File: src/core/addx_pkg.sv
// Shared constants, register map and types of the add execution block.
package addx_pkg;
    // Register byte offsets on the APB slave.
    localparam logic [11:0] REG_CTRL  = 12'h000;
    localparam logic [11:0] REG_INSN  = 12'h004;
    localparam logic [11:0] REG_ACC   = 12'h008;
    localparam logic [11:0] REG_STAT  = 12'h00c;
    localparam logic [11:0] REG_BANK  = 12'h010;
    localparam logic [11:0] REG_INDEX = 12'h014;
    localparam logic [11:0] REG_MSEL  = 12'h018;
    localparam logic [11:0] REG_MDATA = 12'h01c;
    localparam logic [11:0] REG_LAST  = 12'h020;

    // Control and status bit positions.
    localparam int CTRL_GO  = 0;
    localparam int CTRL_EXT = 1;
    localparam int ST_C     = 0;
    localparam int ST_HALF  = 1;
    localparam int ST_Z     = 2;
    localparam int ST_SOVF  = 3;
    localparam int ST_N     = 4;
    localparam int ST_BUSY  = 8;
    localparam int ST_ERR   = 9;

    // Opcode fields of the instruction word.
    localparam logic [7:0] OPC_LIT = 8'h0f;
    localparam logic [5:0] OPC_ADD = 6'h09;
    localparam logic [5:0] OPC_ADC = 6'h08;
    localparam int DEST_BIT = 9;
    localparam int BANK_BIT = 8;

    // Access bank split and the banks it maps onto.
    localparam logic [7:0] ACCESS_LIMIT = 8'h5f;
    localparam logic [3:0] ACCESS_LOW   = 4'h0;
    localparam logic [3:0] ACCESS_HIGH  = 4'hf;

    // Reset values.
    localparam logic [7:0]  RST_BYTE = 8'h00;
    localparam logic [3:0]  RST_NIB  = 4'h0;
    localparam logic [11:0] RST_ADDR = 12'h000;
    localparam logic [15:0] RST_INSN = 16'h0000;
    localparam logic [31:0] RST_WORD = 32'h0000_0000;

    typedef enum logic [2:0] {
        PH_IDLE, PH_Q1, PH_Q2, PH_Q3, PH_Q4
    } addx_phase_t;

    typedef enum logic [1:0] {
        K_LIT, K_ADD, K_ADC
    } addx_kind_t;
endpackage

File: src/core/addx_adder.sv
// Eight-bit adder with carry in and the five arithmetic flags.
`timescale 1ns/10ps
module addx_adder (
    input  wire logic [7:0] a,
    input  wire logic [7:0] b,
    input  wire logic       cin,
    output logic      [7:0] sum,
    output logic            c,
    output logic            hcy,
    output logic            sov,
    output logic            n,
    output logic            z
);
    logic [8:0] full;
    logic [4:0] low;

    // Half carry comes from a separate nibble sum, not from the full sum.
    always_comb begin
        full = {1'h0, a} + {1'h0, b} + {8'h00, cin};
        low  = {1'h0, a[3:0]} + {1'h0, b[3:0]} + {4'h0, cin};
        sum  = full[7:0];
        c    = full[8];
        hcy  = low[4];
        sov  = (a[7] == b[7]) && (full[7] != a[7]); // Signed overflow.
        n    = full[7];
        z    = (full[7:0] == 8'h00);
    end
endmodule

File: src/core/addx_core.sv
// APB-controlled execution datapath of the three add instructions.
//
// Operation
// - Literal add: accumulator plus low byte into accumulator, five flags updated.
// - Add accumulator to file register, all five arithmetic flags updated.
// - Add with carry: accumulator, file register and carry flag summed.
// - Destination bit zero writes accumulator, one writes the file register.
// - Bank bit zero uses access bank, one uses bank_pointer bank.
// - Bank bit zero, extended set, address up to 95: indexed offset.
//
// Local design decisions: the register addresses and register access over APB.
`timescale 1ns/10ps
module addx_core #(
    parameter int MEM_AW = 4
) (
    input  wire logic        pclk,
    input  wire logic        presetn,
    input  wire logic        psel,
    input  wire logic        penable,
    input  wire logic        pwrite,
    input  wire logic [11:0] paddr,
    input  wire logic [31:0] pwdata,
    output logic      [31:0] prdata,
    output logic             pready,
    output logic             pslverr
);
    localparam int DEPTH = 1 << MEM_AW;

    addx_pkg::addx_phase_t phase_q, phase_d;
    addx_pkg::addx_kind_t  kind_q, kind_d;
    logic [15:0]       insn_q, insn_d;
    logic [7:0]        acc_q, acc_d;
    logic [4:0]        flag_q, flag_d;
    logic [3:0]        bank_q, bank_d;
    logic [11:0]       index_q, index_d;
    logic [11:0]       addr_q, addr_d;
    logic [MEM_AW-1:0] msel_q, msel_d;
    logic              ext_q, ext_d;
    logic              dest_q, dest_d;
    logic              err_q, err_d;
    logic [7:0]        opnd_q, opnd_d;
    logic [7:0]        res_q, res_d;
    logic [4:0]        rflag_q, rflag_d;
    logic [7:0]        mem_q [DEPTH];
    logic [7:0]        mem_d [DEPTH];
    logic [31:0]       prdata_d;
    logic              pready_d, pslverr_d;

    logic              wr_en, busy, go, cin;
    logic [7:0]        fa;
    logic [MEM_AW-1:0] midx;
    logic [7:0]        a_sum;
    logic              a_c, a_hcy, a_sov, a_n, a_z;

    assign wr_en = psel && penable && pwrite && pready;
    assign busy  = (phase_q != addx_pkg::PH_IDLE);
    assign go    = wr_en && (paddr == addx_pkg::REG_CTRL) &&
                   pwdata[addx_pkg::CTRL_GO] && !busy;
    assign fa    = insn_q[7:0];
    assign midx  = addr_q[MEM_AW-1:0];
    // carry input: only the carry-using add feeds the carry flag in.
    assign cin   = (kind_q == addx_pkg::K_ADC) && flag_q[addx_pkg::ST_C];

    addx_adder u_addx_adder (
        .a   (acc_q),
        .b   (opnd_q),
        .cin (cin),
        .sum (a_sum),
        .c   (a_c),
        .hcy (a_hcy),
        .sov (a_sov),
        .n   (a_n),
        .z   (a_z)
    );

    // Read mux is sampled in the setup cycle so the answer comes registered.
    always_comb begin
        prdata_d  = addx_pkg::RST_WORD;
        pslverr_d = 1'h0;
        pready_d  = psel && !penable;
        unique case (paddr)
            addx_pkg::REG_CTRL:  prdata_d[addx_pkg::CTRL_EXT] = ext_q;
            addx_pkg::REG_INSN:  prdata_d[15:0] = insn_q;
            addx_pkg::REG_ACC:   prdata_d[7:0] = acc_q;
            addx_pkg::REG_STAT: begin
                prdata_d[4:0] = flag_q;
                prdata_d[addx_pkg::ST_BUSY] = busy;
                prdata_d[addx_pkg::ST_ERR]  = err_q;
            end
            addx_pkg::REG_BANK:  prdata_d[3:0] = bank_q;
            addx_pkg::REG_INDEX: prdata_d[11:0] = index_q;
            addx_pkg::REG_MSEL:  prdata_d[MEM_AW-1:0] = msel_q;
            addx_pkg::REG_MDATA: prdata_d[7:0] = mem_q[msel_q];
            addx_pkg::REG_LAST:  prdata_d[11:0] = addr_q;
            default:             pslverr_d = psel && !penable;
        endcase
    end

    // Software writes first; the sequencer below overrides them in Q4,
    // so a result that lands in the same cycle as a write is never lost.
    always_comb begin
        phase_d = phase_q;
        kind_d  = kind_q;
        insn_d  = insn_q;
        acc_d   = acc_q;
        flag_d  = flag_q;
        bank_d  = bank_q;
        index_d = index_q;
        addr_d  = addr_q;
        msel_d  = msel_q;
        ext_d   = ext_q;
        dest_d  = dest_q;
        err_d   = err_q;
        opnd_d  = opnd_q;
        res_d   = res_q;
        rflag_d = rflag_q;
        mem_d   = mem_q;
        if (wr_en) begin
            unique case (paddr)
                addx_pkg::REG_CTRL:  ext_d = pwdata[addx_pkg::CTRL_EXT];
                addx_pkg::REG_INSN:  insn_d = pwdata[15:0];
                addx_pkg::REG_ACC:   acc_d = pwdata[7:0];
                addx_pkg::REG_STAT:  flag_d = pwdata[4:0];
                addx_pkg::REG_BANK:  bank_d = pwdata[3:0];
                addx_pkg::REG_INDEX: index_d = pwdata[11:0];
                addx_pkg::REG_MSEL:  msel_d = pwdata[MEM_AW-1:0];
                addx_pkg::REG_MDATA: mem_d[msel_q] = pwdata[7:0];
                default: ;
            endcase
        end
        // phase sequence: four phases per instruction cycle.
        unique case (phase_q)
            addx_pkg::PH_IDLE: begin
                if (go) begin
                    phase_d = addx_pkg::PH_Q1;
                    err_d   = 1'h0;
                end
            end
            addx_pkg::PH_Q1: begin
                phase_d = addx_pkg::PH_Q2;
                dest_d  = insn_q[addx_pkg::DEST_BIT];
                // opcode decode: literal, file add, add with carry.
                if (insn_q[15:8] == addx_pkg::OPC_LIT) begin
                    kind_d = addx_pkg::K_LIT;
                    dest_d = 1'h0;
                end else if (insn_q[15:10] == addx_pkg::OPC_ADD) begin
                    kind_d = addx_pkg::K_ADD;
                end else if (insn_q[15:10] == addx_pkg::OPC_ADC) begin
                    kind_d = addx_pkg::K_ADC;
                end else begin
                    // Anything else is not ours: flag it and go idle; the bank select below still latches the address.
                    phase_d = addx_pkg::PH_IDLE;
                    err_d   = 1'h1;
                end
                // bank select: banked, indexed or access form of the address.
                if (insn_q[addx_pkg::BANK_BIT]) begin
                    addr_d = {bank_q, fa};
                end else if (ext_q && fa <= addx_pkg::ACCESS_LIMIT) begin
                    // indexed offset: literal offset from index base.
                    addr_d = index_q + {4'h0, fa};
                end else if (fa <= addx_pkg::ACCESS_LIMIT) begin
                    addr_d = {addx_pkg::ACCESS_LOW, fa};
                end else begin
                    addr_d = {addx_pkg::ACCESS_HIGH, fa};
                end
            end
            addx_pkg::PH_Q2: begin
                phase_d = addx_pkg::PH_Q3;
                opnd_d  = (kind_q == addx_pkg::K_LIT) ? fa : mem_q[midx];
            end
            addx_pkg::PH_Q3: begin
                phase_d = addx_pkg::PH_Q4;
                res_d   = a_sum;
                rflag_d = {a_n, a_sov, a_z, a_hcy, a_c};
            end
            addx_pkg::PH_Q4: begin
                phase_d = addx_pkg::PH_IDLE;
                // flag update: every add writes all five flags.
                flag_d  = rflag_q;
                // destination select: accumulator or file register.
                if (dest_q) begin
                    mem_d[midx] = res_q;
                end else begin
                    acc_d = res_q;
                end
            end
            default: phase_d = addx_pkg::PH_IDLE;
        endcase
    end

    // All state registers; the memory is a plain flop array.
    always_ff @(posedge pclk or negedge presetn) begin
        if (!presetn) begin
            phase_q <= addx_pkg::PH_IDLE;
            kind_q  <= addx_pkg::K_LIT;
            insn_q  <= addx_pkg::RST_INSN;
            acc_q   <= addx_pkg::RST_BYTE;
            flag_q  <= 5'h00;
            bank_q  <= addx_pkg::RST_NIB;
            index_q <= addx_pkg::RST_ADDR;
            addr_q  <= addx_pkg::RST_ADDR;
            msel_q  <= '0;
            ext_q   <= 1'h0;
            dest_q  <= 1'h0;
            err_q   <= 1'h0;
            opnd_q  <= addx_pkg::RST_BYTE;
            res_q   <= addx_pkg::RST_BYTE;
            rflag_q <= 5'h00;
            prdata  <= addx_pkg::RST_WORD;
            pready  <= 1'h0;
            pslverr <= 1'h0;
            for (int i = 0; i < DEPTH; i++) begin
                mem_q[i] <= addx_pkg::RST_BYTE;
            end
        end else begin
            phase_q <= phase_d;
            kind_q  <= kind_d;
            insn_q  <= insn_d;
            acc_q   <= acc_d;
            flag_q  <= flag_d;
            bank_q  <= bank_d;
            index_q <= index_d;
            addr_q  <= addr_d;
            msel_q  <= msel_d;
            ext_q   <= ext_d;
            dest_q  <= dest_d;
            err_q   <= err_d;
            opnd_q  <= opnd_d;
            res_q   <= res_d;
            rflag_q <= rflag_d;
            prdata  <= prdata_d;
            pready  <= pready_d;
            pslverr <= pslverr_d;
            mem_q   <= mem_d;
        end
    end

    // Helper values for the checks below.
    logic [7:0] exp_sum;
    logic       is_q1;
    assign exp_sum = acc_q + opnd_q + {7'h00, cin};
    assign is_q1   = (phase_q == addx_pkg::PH_Q1) && (kind_d != kind_q ||
                     phase_d == addx_pkg::PH_Q2);
endmodule

File: config.mk
export PLATFORM = sky130hd
export DESIGN_NAME = addx_core
export DESIGN_NICKNAME = d
export VERILOG_FILES = /design/src/core/addx_pkg.sv /design/src/core/addx_adder.sv /design/src/core/addx_core.sv
export SDC_FILE = /design/constraint.sdc
export NUM_CORES = 1
export LEC_CHECK = 0
export BUFFER_PORTS_ARGS = -buffer_cell sky130_fd_sc_hd__buf_2
export CAP_MARGIN = 20
export CORE_ASPECT_RATIO = 1.25
export CORE_MARGIN = 4
export CORE_UTILIZATION = 34
export CTS_CLUSTER_DIAMETER = 120
export DETAILED_ROUTE_END_ITERATION = 12
export PLACE_DENSITY = 0.56
export SLEW_MARGIN = 20
export SYNTH_ARGS = -nofsm -noshare
export SYNTH_HDL_FRONTEND = slang
export SYNTH_HIERARCHICAL = 1
export SYNTH_SLANG_ARGS = --single-unit
File: constraint.sdc
create_clock -name pclk -period 2.6 [get_ports pclk]
set_input_delay 0.52 -clock pclk [delete_from_list [all_inputs] [get_ports pclk]]
set_output_delay 0.52 -clock pclk [all_outputs]
set_load 0.005 [all_outputs]
==> results.tsv <==
metric	value	unit
die_w	189.5	um
core	40420	sq um
setup_tns	0	ps
drc_errors	0	
initial_utilization	34.65	%
finalWeightedCongestion	0.9383	
die_h	234.9	um
synth_top_family_by_area	multiplexers	
power_density	477.3	nW/um^2
first_iter_violations	925	
antenna_found_initial	0	
yosys-top-cells-area	dfrtp_1 (42%), mux4_2 (13%), mux2i_1 (11%), nand2_1 (4.3%), a21oi_1 (3.5%)	
synth-simple-area-share	13.84	%
drv_slew	0	
worst_path_most_repeated_cell	nand2_1	
overflow	0	
power	0.007766	W
route.vias.total	10480	
viasPerCell	5.450	
cts_buffer_depth	3	
synthCells	1305	
port_buffers	50	
synth_area	14010	sq um
nets	1428	
setup.worst_path.class	flop to flop	
clk_latency	550	ps
yosysSeqAreaShare	42.16	%
crit_path_cell_trace	nand2_1 > nor2_1 > inv_1 > fa_1 > inv_1 > fa_1 > a21o_1 > a21oi_2 > xor2_1 > o211ai_1 > a2111oi_2 > nand2_1 > nand2_1	
dp.final_hpwl	29980	um
grt_pass1_wl	66010	um
min_period	2480	ps
synth-edff-count	0	
slowest_delay	410	ps
clk_pin_slew	60	ps
htree_levels	1	
wl	42910	um
layout_commonest_cell	dfrtp_1	
synth_top_area_cell	dfrtp_1	
synth_warnings	6	
crit_required	3090	ps
synthMuxAreaShare	27.23	%
setup_viol_count_final	0	
async_flop_share	100.0	%
dieArea	44530	sq um
synth-seq-cells	236	
grt_max_degree	55	
num_io_pins	83	
crit_family	compound AO/OA/AOI/OAI gates	
cts_tree	built	
synth_compound_area_share	9.933	%
cts.sinks	236	
worst-slew-pin-transition	1001	ps
status	complete, no violations	
rows	82	
synth-xor-area-share	0.5628	%
final_cell_mix	dfrtp_1 (232), nand2_1 (159), mux2i_1 (156)	
ant_nets	0	
utilization	40.26	%
cts_root_buffer	clkbuf_16	
synth-main-ff-cell	dfrtp_1	
fillers	3947	
post_cts_buffers	0	
start_kind	flop	
ir_drop	539.4	uV
cts_made_buffers	28	
power.leakage	6.547	nW
cp_max_fo	2	
n_antenna_cell	0	
finClkSkew	10.58	ps
drive_above_1_share	23.82	%
ys_types	70	
synth_top_area_share	42.16	%
drv_cap	0	
area_growth_syn_to_layout	16.18	%
min_path_type	primary input to flop	
hold_viol	0	
worst_setup_path_end_kind	flop	
max_slew_margin	33.23	%
fin_crit_sh	95.37	%
arrival	2970	ps
grt_pass1_vias	10370	
drtPass1Iterations	5	
cpMaxStageDelayCell	fa_1	
fmax	0.4033	GHz
path_buf_inv	2	
track_usage	18.94	%
synth.avg_cell_area	10.73	sq um
avgRoutedWirePerCell	22.31	um
synth_adder_area_share	1.769	%
Yosys cell counts (8+ instances only):
cell and count:
nor2b_1 10, nand4_1 15, nor3_1 17, o21ai_0 72, clkbuf_1 73, mux4_2 81, buf_4 18, nand2b_1 8
a21oi_1 98, dfrtp_1 236, and2_1 9, nor3_4 9, nand2_1 159, ha_1 15, mux2i_1 156, nor2_1 109
mux2_2 38, inv_1 20, buf_2 8, buf_1 15, o21ai_1 10, nand3_1 18
path summary, 6_finish.rpt:
check,start,end,slack (ps),cells after the start
hold reg to reg,addr_q[8],addr_q[8],480,2
setup reg to reg,kind_q[1],rflag_q[2],120,13
max in group asynchronous,presetn,mem_q[14],1400,3
setup / recovery,kind_q[1],rflag_q[2],120,13
min in group asynchronous,presetn,rflag_q[4],510,2
hold / removal,penable,pready,170,2
registers in the layout, summed over array words and instances, names as in the netlist, 2 cells and up:
name,cells
kind_q,2
res_q,8
phase_q,3
acc_q,8
bank_q,4
flag_q,5
index_q,12
msel_q,4
opnd_q,8
addr_q,12
prdata,16
rflag_q,5
insn_q,16
mem_q,128
metrics by stage:
step                      instances  hold slack [ps]  setup slack, ps  area, sq um
after floorplan                1320            224.4           -199.3        14090
after global placement         1876            464.6           -363.9        15350
after detailed placement       1876            472.6           -417.1        15350
after CTS                      1923            147.3            27.97        16240
after global routing           1923            170.5           -26.80        16270
final                          1923            173.5            120.4        16270
layer usage:
metal  track usage [%]  wire length [um]  vias up  part of all wire, %
met5                 0                 0        -                    0
met4             5.746              1532        0                  3.6
met3             2.004              2416       63                  5.6
met2             31.79             20720      364                   48
met1             25.95             18240     5227                   43
li1                  -                 -     4826                    -
cell families after synthesis:
group | count (synthesis)
AOI/OAI and AO/OA | 238
and+or+nand+nor | 390
adders and majority gates | 18
buffers and inverters | 138
muxes | 275
other | 1
DFF | 236
xor gates and xnor gates | 9
layout make-up:
type                       instances  area [sq um]  area share (%)
clock inverter                     8         92.59          0.5690
multi-input combinational        946          7579           46.57
inverter                          20         75.07          0.4613
timing repair buffer             129          1144           7.028
tap                              546         683.2           4.198
clock buffer                      38         789.5           4.852
sequential                       236          5911           36.32
power by group:
part / leakage (nW) / switching [W] / total [W] / internal (W)
Combinational: 3.57 / 0.000185 / 0.000240 / 0.0000549
Clock: 0.434 / 0.00156 / 0.00385 / 0.00229
Sequential: 2.54 / 0.00000113 / 0.00368 / 0.00368
repair_timing:
action | 4_1_cts | 5_1_grt
hold endpoints to repair | 49 | 0
resized for setup | 1 | 5
hold buffers | 1 | 0
endpoints found under the setup margin | 1 | 1
pin swaps | 1 | 4
(Power assumes the default switching activity.)
